$ cat src/rgc_pkg.sv
// constants, codes and types for the regulator on/off controller
// assumes a single 250 MHz core clock; all pins arrive asynchronously
package rgc_pkg;
  // core clock
  localparam int CLK_MHZ   = 250;
  // enable pin debounce time and derived count
  localparam int DBNC_US   = 30;
  localparam int DBNC_CYC  = DBNC_US * CLK_MHZ;
  // power-up/down sequence length and derived count
  localparam int SEQ_NS    = 100;
  localparam int SEQ_CYC   = (SEQ_NS * CLK_MHZ) / 1000;
  // cold reset actions duration and derived count
  localparam int RST_NS    = 400;
  localparam int RST_CYC   = (RST_NS * CLK_MHZ) / 1000;
  // register offsets
  localparam logic [7:0] OFS_GEVT   = 8'h00;
  localparam logic [7:0] OFS_CEVT   = 8'h01;
  localparam logic [7:0] OFS_CLOOP  = 8'h02;
  localparam logic [7:0] OFS_CSTAT  = 8'h03;
  localparam logic [7:0] OFS_RCAUSE = 8'h04;
  localparam logic [7:0] OFS_GSTAT  = 8'h05;
  localparam logic [7:0] OFS_GMASK  = 8'h06;
  localparam logic [7:0] OFS_CMASK  = 8'h07;
  localparam logic [7:0] OFS_GCFG   = 8'h08;
  localparam logic [7:0] OFS_CID    = 8'h09;
  localparam logic [7:0] OFS_WDT    = 8'h0A;
  localparam logic [7:0] OFS_LDO_A  = 8'h30;
  localparam logic [7:0] OFS_LDO_B  = 8'h31;
  // field positions
  localparam int GEVT_POK   = 6;
  localparam int GEVT_PINR  = 3;
  localparam int GEVT_PINF  = 2;
  localparam int CEVT_DTLS  = 2;
  localparam int GSTAT_POK  = 5;
  localparam int GSTAT_PIN  = 2;
  localparam int RC_WDT     = 6;
  localparam int RC_SRST    = 5;
  localparam int RC_SOFF    = 4;
  localparam int RC_MRST    = 3;
  localparam int RC_UVLO    = 2;
  localparam int RC_OVLO    = 1;
  localparam int RC_TOVLD   = 0;
  // regulator enable codes
  localparam logic [1:0] EN_OFF  = 2'h0;
  localparam logic [1:0] EN_ON   = 2'h1;
  localparam logic [1:0] EN_AUTO = 2'h2;
  // software power commands
  localparam logic [1:0] CMD_NONE = 2'h0;
  localparam logic [1:0] CMD_RST  = 2'h1;
  localparam logic [1:0] CMD_OFF  = 2'h2;
  localparam logic [1:0] CMD_SHIP = 2'h3;
  // charger input debounced-and-valid code
  localparam logic [1:0] DTLS_VALID = 2'h3;
  // slave addresses
  localparam logic [6:0] ADR_MAIN1 = 7'h48;
  localparam logic [6:0] ADR_MAIN0 = 7'h40;
  localparam logic [6:0] ADR_TEST  = 7'h49;
  // shutdown causes from the analog side
  typedef struct packed {
    logic uvlo;
    logic ovlo;
    logic otemp;
    logic watchdog_expired_flag;
    logic manual_reset_flag;
  } rgc_fault_t;
  // on/off sequencer states, gray along off-up-on-down
  typedef enum logic [2:0] {
    ST_OFF  = 3'h0,
    ST_UP   = 3'h1,
    ST_ON   = 3'h3,
    ST_DOWN = 3'h2,
    ST_RST  = 3'h6
  } rgc_state_t;
  // serial transfer phases
  typedef enum logic [1:0] {
    PH_ADDR = 2'h0,
    PH_PTR  = 2'h1,
    PH_DATA = 2'h3
  } rgc_phase_t;
endpackage

$ cat src/rgc_ctrl.sv
// regulator on/off control with serial slave register access
// assumes bus pins, analog flags and straps are asynchronous
`timescale 1ns/100ps
module rgc_ctrl
  import rgc_pkg::*;
#(
  parameter int         DBNC_CYC_P = DBNC_CYC,
  parameter logic [7:0] CHIP_ID_P  = 8'h05  // arbitrary value
) (
  input  wire logic       i_clk,
  input  wire logic       i_rst_n,
  input  wire logic       i_scl,
  input  wire logic       i_sda,
  output logic            o_sda,
  output logic            o_sda_oe,
  input  wire logic       i_regulator_enable_pin_n,
  input  wire logic       i_power_mode_pin,
  input  wire logic [1:0] i_input_status_details,
  input  wire rgc_fault_t i_faults,
  input  wire logic       i_addr_option,
  input  wire logic       i_test_unlocked,
  input  wire logic [1:0] i_enable_code_default,
  input  wire logic       i_out_above_rise,
  input  wire logic       i_out_below_fall,
  output logic            o_regulator_on,
  output logic            o_normal_mode,
  output logic            o_regulator_power_good,
  output logic            o_regulator_power_good_oe
);
  localparam int SW = 15;                       // synchronised bits
  localparam int DW = $clog2(DBNC_CYC_P + 1);   // debounce width

  logic [SW-1:0] s1_q, s2_q;         // two-flop synchroniser
  logic          scl_s, sda_s;       // synced bus lines
  logic          scl_p_q, sda_p_q;   // previous bus levels
  logic          pin_s, pin_p_q;     // enable pin, high = released
  logic          pmpin_s;            // synced mode pin
  logic [1:0]    dtls_s, dtls_p_q;   // charger input details
  rgc_fault_t    flt_s;              // synced shutdown causes
  logic          above_s, below_s;   // output comparators
  logic          adr_opt_s, unl_s;   // address strap, test unlock
  logic          act_q, rw_q, drv_q, nack_q;
  logic [3:0]    bit_q;              // bit slot within a byte
  logic [7:0]    sr_q, tx_q, ptr_q;  // shifter, tx byte, pointer
  rgc_phase_t    ph_q;
  logic          scl_rise, scl_fall, start_c, stop_c, adr_hit;
  logic          wr_en, rd_take;
  logic [7:0]    rd_data;
  logic          init_q;             // strap capture done
  logic [1:0]    dflt_q, en_q, pm_q, cmd_q;
  logic [5:0]    cfg_q;              // upper global config bits
  logic [7:0]    gmask_q, cmask_q, wdt_q, ldo_a_q;
  logic [7:0]    evt_g_q, evt_c_q, rcause_q;
  rgc_state_t    st_q;
  logic [7:0]    cnt_q;              // sequence counter
  logic          rst_pend_q, rst_dly_q, rst_done;
  logic [DW-1:0] dbc_q;
  logic          dbc_hit, chg_v_q, chg_rise;
  logic [2:0]    wake_q;             // {sw, charger, pin}
  logic          shut, wake, pok_q, pok_p_q, normal_q;

  // synchronise every asynchronous input but the enable code strap through two flops
  always_ff @(posedge i_clk or negedge i_rst_n) begin
    if (!i_rst_n) begin
      // bus lines and enable pin idle high, all else low: no false edges
      s1_q <= 15'h7000;
      s2_q <= 15'h7000;
    end else begin
      s1_q <= {i_scl, i_sda, i_regulator_enable_pin_n,
               i_power_mode_pin, i_input_status_details, i_faults,
               i_out_above_rise, i_out_below_fall, i_addr_option,
               i_test_unlocked};
      s2_q <= s1_q;
    end
  end
  assign {scl_s, sda_s, pin_s, pmpin_s, dtls_s} = s2_q[14:9];
  assign flt_s = s2_q[8:4];
  assign {above_s, below_s, adr_opt_s, unl_s} = s2_q[3:0];

  // previous levels for edge detection
  always_ff @(posedge i_clk or negedge i_rst_n) begin
    if (!i_rst_n) begin
      scl_p_q  <= 1'b1;
      sda_p_q  <= 1'b1;
      pin_p_q  <= 1'b1;
      dtls_p_q <= 2'h0;
      chg_v_q  <= 1'b0;
      pok_p_q  <= 1'b0;
    end else begin
      scl_p_q  <= scl_s;
      sda_p_q  <= sda_s;
      pin_p_q  <= pin_s;
      dtls_p_q <= dtls_s;
      chg_v_q  <= (dtls_s == DTLS_VALID);
      pok_p_q  <= pok_q;
    end
  end

  // bus conditions; clock is only ever sampled
  assign scl_rise = scl_s & ~scl_p_q;
  assign scl_fall = ~scl_s & scl_p_q;
  assign start_c  = scl_s & scl_p_q & sda_p_q & ~sda_s;
  assign stop_c   = scl_s & scl_p_q & ~sda_p_q & sda_s;
  // address decode against strap and test unlock
  assign adr_hit  = (sr_q[7:1] == (adr_opt_s ? ADR_MAIN1 : ADR_MAIN0))
                  | (unl_s & (sr_q[7:1] == ADR_TEST));
  assign wr_en    = act_q & scl_fall & (bit_q == 4'h8)
                  & (ph_q == PH_DATA) & ~rw_q;
  assign rd_take  = act_q & scl_fall & (bit_q == 4'h9)
                  & (ph_q == PH_DATA) & rw_q & ~nack_q;

  // serial slave: shift, acknowledge, pointer, read data out
  always_ff @(posedge i_clk or negedge i_rst_n) begin
    if (!i_rst_n) begin
      act_q <= 1'b0;
      rw_q <= 1'b0;
      drv_q <= 1'b0;
      nack_q <= 1'b0;
      bit_q <= 4'h0;
      sr_q <= 8'h00;
      tx_q <= 8'h00;
      ptr_q <= 8'h00;
      ph_q <= PH_ADDR;
    end else if (start_c) begin       // start or repeated start
      act_q <= 1'b1;
      drv_q <= 1'b0;
      nack_q <= 1'b0;
      bit_q <= 4'h0;
      ph_q <= PH_ADDR;
    end else if (stop_c) begin
      act_q <= 1'b0;
      drv_q <= 1'b0;
    end else if (act_q && scl_rise) begin
      if (bit_q < 4'h8) begin         // data bit in
        sr_q <= {sr_q[6:0], sda_s};
        bit_q <= bit_q + 4'h1;
      end else begin                  // acknowledge slot
        nack_q <= sda_s;
        bit_q <= 4'h9;
      end
    end else if (act_q && scl_fall) begin
      if (bit_q == 4'h8) begin        // byte complete
        case (ph_q)
          PH_ADDR: begin
            if (adr_hit) begin
              drv_q <= 1'b1;
              rw_q <= sr_q[0];
              ph_q <= sr_q[0] ? PH_DATA : PH_PTR;
            end else begin            // not ours: stay silent
              act_q <= 1'b0;
            end
          end
          PH_PTR: begin
            ptr_q <= sr_q;
            drv_q <= 1'b1;
            ph_q <= PH_DATA;
          end
          default: begin
            drv_q <= ~rw_q;           // ack writes, free for master
            if (!rw_q) ptr_q <= ptr_q + 8'h01;
          end
        endcase
      end else if (bit_q == 4'h9) begin
        bit_q <= 4'h0;
        if (rd_take) begin            // next read byte
          tx_q <= rd_data;
          ptr_q <= ptr_q + 8'h01;
          drv_q <= ~rd_data[7];
        end else begin
          drv_q <= 1'b0;
          if (rw_q && ph_q == PH_DATA) act_q <= 1'b0;
        end
      end else if (rw_q && ph_q == PH_DATA) begin
        drv_q <= ~tx_q[3'h7 - bit_q[2:0]];
      end
    end
  end
  assign o_sda    = 1'b0;
  assign o_sda_oe = drv_q;

  // register read mux
  always_comb begin
    if (ptr_q == OFS_GEVT) rd_data = evt_g_q;
    else if (ptr_q == OFS_CEVT) rd_data = evt_c_q;
    else if (ptr_q == OFS_CLOOP) rd_data = 8'h00;
    else if (ptr_q == OFS_CSTAT) rd_data = {4'h0, dtls_s, 2'h0};
    else if (ptr_q == OFS_RCAUSE) rd_data = rcause_q;
    else if (ptr_q == OFS_GSTAT)
      rd_data = {2'h0, pok_q, 2'h0, ~pin_s, 2'h0};
    else if (ptr_q == OFS_GMASK) rd_data = gmask_q;
    else if (ptr_q == OFS_CMASK) rd_data = cmask_q;
    else if (ptr_q == OFS_GCFG) rd_data = {cfg_q, 2'h0};
    else if (ptr_q == OFS_CID) rd_data = CHIP_ID_P;
    else if (ptr_q == OFS_WDT) rd_data = wdt_q;
    else if (ptr_q == OFS_LDO_A) rd_data = ldo_a_q;
    else if (ptr_q == OFS_LDO_B) rd_data = {4'h0, pm_q, en_q};
    else rd_data = 8'h00;
  end

  // writable registers and one-cycle command pulse
  always_ff @(posedge i_clk or negedge i_rst_n) begin
    if (!i_rst_n) begin
      gmask_q <= 8'h00;
      cmask_q <= 8'h00;
      cfg_q <= 6'h00;
      wdt_q <= 8'h00;
      ldo_a_q <= 8'h00;
      pm_q <= 2'h0;
      cmd_q <= CMD_NONE;
    end else begin
      cmd_q <= (wr_en && ptr_q == OFS_GCFG) ? sr_q[1:0] : CMD_NONE;
      if (wr_en) begin
        if (ptr_q == OFS_GMASK) gmask_q <= sr_q;
        else if (ptr_q == OFS_CMASK) cmask_q <= sr_q;
        else if (ptr_q == OFS_GCFG) cfg_q <= sr_q[7:2];
        else if (ptr_q == OFS_WDT) wdt_q <= sr_q;
        else if (ptr_q == OFS_LDO_A) ldo_a_q <= sr_q;
        else if (ptr_q == OFS_LDO_B) pm_q <= sr_q[3:2];
      end
    end
  end

  // enable code: strap after release, reloaded by cold reset
  always_ff @(posedge i_clk or negedge i_rst_n) begin
    if (!i_rst_n) begin
      init_q <= 1'b0;
      dflt_q <= EN_OFF;
      en_q <= EN_OFF;
    end else if (!init_q) begin
      init_q <= 1'b1;
      dflt_q <= i_enable_code_default;
      en_q <= i_enable_code_default;
    end else if (rst_done) begin
      en_q <= dflt_q;
    end else if (wr_en && ptr_q == OFS_LDO_B) begin
      en_q <= sr_q[1:0];
    end
  end

  // shutdown and wake conditions
  assign shut = (|flt_s) | (cmd_q != CMD_NONE) | (en_q == EN_OFF);
  assign wake = (en_q == EN_ON)
              | ((en_q == EN_AUTO) & (|wake_q));
  assign rst_done = (st_q == ST_RST) && (cnt_q == 8'(RST_CYC - 1));

  // on/off sequencer; shutdown checked before wake
  always_ff @(posedge i_clk or negedge i_rst_n) begin
    if (!i_rst_n) begin
      st_q <= ST_OFF;
      cnt_q <= 8'h00;
    end else begin
      case (st_q)
        ST_OFF: begin
          cnt_q <= 8'h00;
          if (rst_pend_q) st_q <= ST_RST;
          else if (!shut && wake) st_q <= ST_UP;
        end
        ST_UP: begin
          if (shut) begin
            st_q <= ST_DOWN;
            cnt_q <= 8'h00;
          end else if (cnt_q == 8'(SEQ_CYC - 1)) begin
            st_q <= ST_ON;
          end else begin
            cnt_q <= cnt_q + 8'h01;
          end
        end
        ST_ON: begin
          cnt_q <= 8'h00;
          if (shut) st_q <= ST_DOWN;
        end
        ST_DOWN: begin
          if (cnt_q == 8'(SEQ_CYC - 1)) begin
            st_q <= ST_OFF;
            cnt_q <= 8'h00;
          end else begin
            cnt_q <= cnt_q + 8'h01;
          end
        end
        default: begin                // cold reset actions
          if (rst_done) begin
            st_q <= ST_OFF;
            cnt_q <= 8'h00;
          end else begin
            cnt_q <= cnt_q + 8'h01;
          end
        end
      endcase
    end
  end

  // pending cold reset after a reset command
  always_ff @(posedge i_clk or negedge i_rst_n) begin
    if (!i_rst_n) begin
      rst_pend_q <= 1'b0;
      rst_dly_q <= 1'b0;
    end else begin
      rst_dly_q <= rst_done;
      if (cmd_q == CMD_RST) rst_pend_q <= 1'b1;
      else if (rst_done) rst_pend_q <= 1'b0;
    end
  end

  // enable pin debounce, saturating at the limit
  always_ff @(posedge i_clk or negedge i_rst_n) begin
    if (!i_rst_n) dbc_q <= '0;
    else if (pin_s) dbc_q <= '0;
    else if (dbc_q != DW'(DBNC_CYC_P)) dbc_q <= dbc_q + DW'(1);
  end
  assign dbc_hit  = ~pin_s & (dbc_q == DW'(DBNC_CYC_P - 1));
  assign chg_rise = (dtls_s == DTLS_VALID) & ~chg_v_q;

  // wake flags; any shutdown clears them
  always_ff @(posedge i_clk or negedge i_rst_n) begin
    if (!i_rst_n) begin
      wake_q <= 3'h0;
    end else if (shut) begin
      wake_q <= 3'h0;
    end else begin
      if (dbc_hit && en_q == EN_AUTO) wake_q[0] <= 1'b1;
      if (chg_rise && en_q == EN_AUTO) wake_q[1] <= 1'b1;
      if (rst_dly_q && dflt_q == EN_AUTO) wake_q[2] <= 1'b1;
    end
  end

  // sticky event flags, read clears (not the reset cause), a new event wins
  always_ff @(posedge i_clk or negedge i_rst_n) begin
    if (!i_rst_n) begin
      evt_g_q <= 8'h00;
      evt_c_q <= 8'h00;
      rcause_q <= 8'h00;
    end else begin
      evt_g_q <= ((rd_take && ptr_q == OFS_GEVT) ? 8'h00 : evt_g_q)
               | (8'((pok_q ^ pok_p_q)) << GEVT_POK)
               | (8'((pin_s & ~pin_p_q)) << GEVT_PINR)
               | (8'((~pin_s & pin_p_q)) << GEVT_PINF);
      evt_c_q <= ((rd_take && ptr_q == OFS_CEVT) ? 8'h00 : evt_c_q)
               | (8'((dtls_s != dtls_p_q)) << CEVT_DTLS);
      rcause_q <= rcause_q
                | (8'(flt_s.watchdog_expired_flag) << RC_WDT)
                | (8'((cmd_q == CMD_RST)) << RC_SRST)
                | (8'((cmd_q[1])) << RC_SOFF)
                | (8'(flt_s.manual_reset_flag) << RC_MRST)
                | (8'(flt_s.uvlo) << RC_UVLO)
                | (8'(flt_s.ovlo) << RC_OVLO)
                | (8'(flt_s.otemp) << RC_TOVLD);
    end
  end

  // power-good hysteresis, blanked unless fully on
  always_ff @(posedge i_clk or negedge i_rst_n) begin
    if (!i_rst_n) pok_q <= 1'b0;
    else if (st_q != ST_ON || shut) pok_q <= 1'b0;  // low from first down
    else if (above_s) pok_q <= 1'b1;
    else if (below_s) pok_q <= 1'b0;
  end
  assign o_regulator_power_good    = 1'b0;
  assign o_regulator_power_good_oe = ~pok_q;

  // power mode from code and pin
  always_ff @(posedge i_clk or negedge i_rst_n) begin
    if (!i_rst_n) normal_q <= 1'b0;
    else if (!pm_q[1]) normal_q <= pm_q[0];
    else normal_q <= pmpin_s ^ pm_q[0];
  end
  assign o_normal_mode  = normal_q;
  assign o_regulator_on = (st_q == ST_UP) || (st_q == ST_ON);
endmodule // rgc_ctrl

$ cat config.mk
export PLATFORM = sky130hd
export DESIGN_NAME = rgc_ctrl
export DESIGN_NICKNAME = d
export VERILOG_FILES = /design/src/rgc_pkg.sv /design/src/rgc_ctrl.sv
export SDC_FILE = /design/constraint.sdc
export NUM_CORES = 1
export LEC_CHECK = 0
export ABC_AREA = 1
export BUFFER_PORTS_ARGS = -buffer_cell sky130_fd_sc_hd__buf_2
export CAP_MARGIN = 5
export CORE_MARGIN = 8
export CORE_UTILIZATION = 27
export DETAILED_ROUTE_END_ITERATION = 6
export MAX_ROUTING_LAYER = met4
export PLACE_DENSITY_LB_ADDON = 0.08
export REMOVE_ABC_BUFFERS = 1
export SYNTH_ARGS = -nofsm -noshare
export SYNTH_HDL_FRONTEND = slang
export SYNTH_SLANG_ARGS = --single-unit
$ cat constraint.sdc
create_clock -name i_clk -period 2.5 [get_ports i_clk]
set_input_delay 0.375 -clock i_clk [delete_from_list [all_inputs] [get_ports i_clk]]
set_output_delay 0.375 -clock i_clk [all_outputs]
set_load 0.01 [all_outputs]
### Word level (Yosys, flattened, before mapping)

Index checks and enable logic that the tools add are counted.

| word-level totals | value |
|---|---|
| flip-flop bits (word level) | 173 |
| input port bits | 19 |
| output and inout bits | 6 |
| word-level logic and storage cells | 307 |

| operators by class | value |
|---|---|
| $add $sub $neg | 5 |
| order comparisons | 2 |
| equality and inequality tests | 51 |
| multiplexer cells | 91 |
| bitwise gates (word level) | 60 |
| reduce and logical (&&, ||, !) cells | 58 |

Operators with widths:

| operator | count |
|---|---|
| $mux 8 | 22 |
| $mux 4 | 9 |
| $mux 1 | 33 |
| $eq 8x3->1 const B | 4 |
| $reduce_and 7->1 | 4 |
| $mux 13 | 2 |
| $eq 8x4->1 const B | 3 |
| $mux 3 | 8 |
| $pmux 8 s3 | 1 |
| $mux 2 | 11 |
| $reduce_bool 2->1 | 11 |
| $not 1->1 | 20 |
| $and 1x1->1 | 19 |
| $add 8x1->8 const B | 2 |
| $eq 8x2->1 const B | 2 |
| $eq 8x6->1 const B | 2 |
| $or 8x3->8 | 2 |
| $or 8x7->8 | 2 |
| $or 8x8->8 | 2 |
| $pmux 8 s2 | 1 |
| $reduce_and 4->1 | 4 |
| $ne 3x3->1 const B | 5 |
| $reduce_bool 3->1 | 5 |
| $add 13x1->13 const B | 1 |
| 55 further kinds | 92 |

### Depth between registers and ports, before layout

| depth | value |
|---|---|
| word-level depth | 22 |
| depth in mapped cells | 18 |
| mapped depth without buffers | 18 |

### Worst setup path before layout

OpenSTA, ideal clock, no wires.

| timing | value |
|---|---|
| path type | register to register |
| start point | register ptr_q[0] |
| end point | register tx_q[2] |
| library setup time | 116 ps |
| arrival time | 1,681 ps |
| required time | 2,384 ps |
| setup slack | 702 ps |
| stages on the path, launching flop included | 17 |
| buffers on the path | 0 |
| period minus slack after synthesis | 1,798 ps |
| cells stage by stage | dfrtp_1 inv_1 ha_1 nand3_2 nor2_4 inv_2 or2_0 nand2_1 nand2_1 nand2_1 nand2_1 nand2_1 nand2_1 nand2_1 nand2_1 nand2_1 nand2_1 |

| on the way | value |
|---|---|
| longest elaborated chain between the ends | 14 |
| elaborated cells between the ends (all ways) | 26 |
| classes of those cells | eq/ne: 12; mux: 13; reduce/logical: 1 |

RTL lines:

| element | line | text |
|---|---|---|
| from (decl) | rgc_ctrl.sv:44 | `logic [7:0] sr_q, tx_q, ptr_q;` |
| from (signal assigned) | rgc_ctrl.sv:154 | `ptr_q <= sr_q;` |
| from (signal assigned) | rgc_ctrl.sv:160 | `if (!rw_q) ptr_q <= ptr_q + 8'h01;` |
| from (signal assigned) | rgc_ctrl.sv:167 | `ptr_q <= ptr_q + 8'h01;` |
| $eq 8x6->1 | rgc_ctrl.sv:196 | `else if (ptr_q == OFS_LDO_B) rd_data = {4'h0, pm_q, en_q};` |
| $mux 4 | rgc_ctrl.sv:196 |  |
| $mux 8 | rgc_ctrl.sv:195 | `else if (ptr_q == OFS_LDO_A) rd_data = ldo_a_q;` |
| $mux 8 | rgc_ctrl.sv:194 | `else if (ptr_q == OFS_WDT) rd_data = wdt_q;` |
| $mux 8 | rgc_ctrl.sv:193 | `else if (ptr_q == OFS_CID) rd_data = CHIP_ID_P;` |
| $mux 8 | rgc_ctrl.sv:192 | `else if (ptr_q == OFS_GCFG) rd_data = {cfg_q, 2'h0};` |
| $mux 8 | rgc_ctrl.sv:191 | `else if (ptr_q == OFS_CMASK) rd_data = cmask_q;` |
| $mux 8 | rgc_ctrl.sv:190 | `else if (ptr_q == OFS_GMASK) rd_data = gmask_q;` |
| $mux 8 | rgc_ctrl.sv:188 | `else if (ptr_q == OFS_GSTAT)` |
| $mux 8 | rgc_ctrl.sv:187 | `else if (ptr_q == OFS_RCAUSE) rd_data = rcause_q;` |
| $mux 8 | rgc_ctrl.sv:186 | `else if (ptr_q == OFS_CSTAT) rd_data = {4'h0, dtls_s, 2'h0};` |
| $mux 8 | rgc_ctrl.sv:185 | `else if (ptr_q == OFS_CLOOP) rd_data = 8'h00;` |
| $mux 8 | rgc_ctrl.sv:184 | `else if (ptr_q == OFS_CEVT) rd_data = evt_c_q;` |
| $mux 8 * | rgc_ctrl.sv:183 | `if (ptr_q == OFS_GEVT) rd_data = evt_g_q;` |
| to (signal assigned) | rgc_ctrl.sv:166 | `tx_q <= rd_data;` |
| to (decl) | rgc_ctrl.sv:44 |  |

Every way passes the cells marked *; elsewhere a longest branch is shown, timed or not.
A chain may end at the register's enable or synchronous reset.

### Final worst setup path

| timing | value |
|---|---|
| start point | register bit_q[1] |
| end point | register ptr_q[1] |

| on the way | value |
|---|---|
| longest elaborated chain between the ends | 7 |
| elaborated cells between the ends (all ways) | 12 |
| classes of those cells | eq/ne: 4; mux: 1; bitwise: 4; reduce/logical: 3 |

RTL lines:

| element | line | text |
|---|---|---|
| from (decl) | rgc_ctrl.sv:43 | `logic [3:0] bit_q;` |
| from (signal assigned) | rgc_ctrl.sv:136 | `bit_q <= bit_q + 4'h1;` |
| $eq 4x4->1 | rgc_ctrl.sv:109, rgc_ctrl.sv:163 |  |
| $and 1x1->1 | rgc_ctrl.sv:109 | `assign rd_take = act_q & scl_fall & (bit_q == 4'h9)` |
| $and 1x1->1 (3 in a row) | rgc_ctrl.sv:110 | `& (ph_q == PH_DATA) & rw_q & ~nack_q;` |
| $reduce_bool 2->1 (no line) | - |  |
| $reduce_and 8->1 (no line) | - |  |

Parallel ways exist; a longest one is shown, timed or not.

==> impl_metrics.csv <==
group,metric,value,unit
clock_tree,clock_sinks,160,
global_route,grt.met1_usage,17.7,%
power_and_ir_drop,power.density,737,mW/mm2
run_status,status,"completed",
setup_path,cp_slowest_cell,"dfrtp_1",
timing,min_period,2.25,ns
synthesis,synth_ff_type,"dfrtp_1",
synthesis,syn_area_per_cell,8.71,um2
timing,setup_slack,0.254,ns
floorplan,core,0.0275,mm2
hold_path,min_to,"s1_q[14]",
setup_path,worstPathMaxFanout,14,
global_route,grt_pass1_vias,5898,
clock_tree,holdBufCountCts,1,
hold_path,hold_class,"in2reg",
setup_path,worst_setup_path_start_kind,"flip-flop",
placed_design,dp_hpwl,14900,um
floorplan,die_h,182,um
timing,hold_viol,0,
placed_design,dp_slack,0.235,ns
floorplan,start_util,27.2,%
synthesis,synth.distinct_cells,47,
timing,relSlewSlack,66.2,%
synthesis,syn_inst,858,
clock_tree,clk_latency,0.44,ns
routing,ant_nets,0,
setup_path,worstReg2RegEnd,"ptr_q[1]",
routing,drt_first_pass_iters,5,
routing,route.detailed.drc,0,
power_and_ir_drop,ir_worst_vdd,420,uV
flow_run,maxCapViolCount,0,
setup_path,crit_top_cell,"nand2_2",
clock_tree,h-tree-depth,4,
timing,drv_slew,0,
placed_design,gp_congestion,0.794,
clock_tree,tritoncts,"built",
synthesis,syn_area,0.00747,mm2
layout,final_common_cell,"nand2_1",
clock_tree,post-cts-setup-buffers,0,
layout,n_fill_cell,2889,
setup_path,path_cells,"inv_1, ha_1, nand2_1, inv_2, nand2_2, nor3_4, nand2_2, nand2_1, nand2_2, clkinv_2, o211ai_1, o21ai_1",
timing,finalClockSkew,0.0149,ns
routing,vias_per_cell,4.52,
routing,routed-via-count,5725,
layout,syn_to_final_growth,16.6,%
global_route,grt_use_total,13.3,%
routing,wl_per_cell,16.0,um
layout,final_nets,938,
synthesis,synth_edf_count,0,
setup_path,cp_data_required_time,2.87,ns
floorplan,die_x,182,um
layout,drive_gt1_share,15.1,%
timing,finalSetupViolCount,0,
hold_path,worstHoldStart,"i_scl",
clock_tree,root_buffer,"clkbuf_16",
layout,final_cell_mix,"nand2_1, dfrtp_1, inv_1",
hold_path,min_delay_path_depth,1,
floorplan,rows,61,
clock_tree,path_clk_slew,0.08,ns
placed_design,portBuffers,22,
floorplan,die_area,0.0332,mm2
clock_tree,clockBufferDepth,2,
timing,final.setup.tns,0,ns
global_route,grt_first_pass_wirelength,33300,um
power_and_ir_drop,power.leakage,3.93,nW
global_route,gr-max-usage-layer,"met2",
global_route,grt.overflow.total,0,
synthesis,synth-seq-cells,160,
global_route,antenna_found_initial,0,
timing,rsz0062_at_grt,"false",
routing,drt_iter0_markers,266,
clock_tree,cts-buffers-inserted,17,
timing,fmax,445,MHz
clock_tree,cts_resized,0,
timing,fin_crit_sh,89.8,%
global_route,grt_start_max_net_pins,48,
setup_path,crit_arrival,2.62,ns
setup_path,ff2ff_setup_slack,0.25,ns
synthesis,yosysWarnings,0,
global_route,met2_usage,20.5,%
setup_path,end_kind,"flip-flop",
synthesis,ys_seq_area_share,53.8,%
floorplan,io_pins,25,
layout,antenna_cells,0,
routing,routed_wl,20300,um
setup_path,reg2regPathDepth,12,
setup_path,r2r_start,"bit_q[1]",
setup_path,path_class,"reg2reg",
setup_path,critPathMaxStageDelay,0.44,ns
timing,tightest_slew,0.503,ns
synthesis,synth_async_sr_flop_share,100,%
global_route,use_met3,2.66,%
synth_stat cells (all sizes together), types with 4 or more instances:
library cell / n / area, um2
a21oi: 37 / 185
a22o: 4 / 35.0
buf: 10 / 67.6
dfrtp: 151 / 3780
dfstp: 9 / 236
ha: 11 / 138
inv: 114 / 428
nand2: 189 / 742
nand3: 35 / 208
nand4: 11 / 68.8
nor2: 79 / 357
nor3: 26 / 184
nor4: 4 / 25.0
o211ai: 10 / 75.1
o21ai: 121 / 606
or2: 11 / 68.8
xnor2: 4 / 35.0
xor2: 5 / 43.8
state kept, by name (all words and copies together), names as in the netlist, 4 cells and up:
register / count
tx_q: 8
sr_q: 8
cmask_q: 8
bit_q: 4
dbc_q: 13
gmask_q: 8
cnt_q: 8
ptr_q: 8
wdt_q: 8
rcause_q: 7
s2_q: 15
cfg_q: 6
ldo_a_q: 8
s1_q: 15
metal layers:
metal  vias to the layer above  wire [um]
met5                         -          0
met4                         0        216
met3                        16        564
met2                        67       9390
met1                      2720      10100
li1                       2922          -
cell type report:
cell class / count / area [um2] / area share, %
clock buffers: 18 / 429 / 4.93
clock inverters: 14 / 149 / 1.71
inverters: 116 / 437 / 5.01
multi-input cells: 570 / 2940 / 33.8
flip-flops and latches: 160 / 4020 / 46.1
well taps: 346 / 433 / 4.97
repair buffers: 43 / 304 / 3.49
where the power goes:
part,switching [mW],internal [mW],total (mW)
clock,1.21,1.41,2.62
combinational,0.594,0.277,0.871
sequential,0.171,2.76,2.93
total,1.98,4.44,6.42
through the flow:
step	util [%]	std cells	power, mW	area (um2)	hold WS (ns)
after floorplan	-	846	3.43	7390	0.0794
after global routing	31.7	1267	6.78	8710	0.000330
final	31.7	1267	6.42	8710	0.0276
after detailed placement	29.5	1233	3.87	8110	0.335
after global placement	29.5	1233	3.88	8110	0.333
after CTS	31.7	1266	6.55	8700	0.00626
cells by family after synthesis:
group,synth area share (%)
adders and majority gates,1.84
other,0.101
AOI/OAI and AO/OA,14.0
DFF,53.8
xor gates and xnor gates,1.06
buffers and inverters,6.90
and+or+nand+nor,22.3
worst max-delay path: cells and delay by family (launching register included):
family | cells | cell delay, ns
AOI/OAI and AO/OA | 2 | 0.19
DFF | 1 | 0.44
adders and majority gates | 1 | 0.17
and+or+nand+nor | 6 | 0.94
buffers and inverters | 3 | 0.42
worst max-delay path by stage:
stage,to,start
after floorplan,tx_q[2],ptr_q[0]
after global placement,ptr_q[1],bit_q[1]
after global routing,tx_q[2],ptr_q[1]
after CTS,ptr_q[1],bit_q[1]
after detailed placement,ptr_q[1],bit_q[1]
final,ptr_q[1],bit_q[1]
No activity file was read; power rests on OpenSTA's default activity.
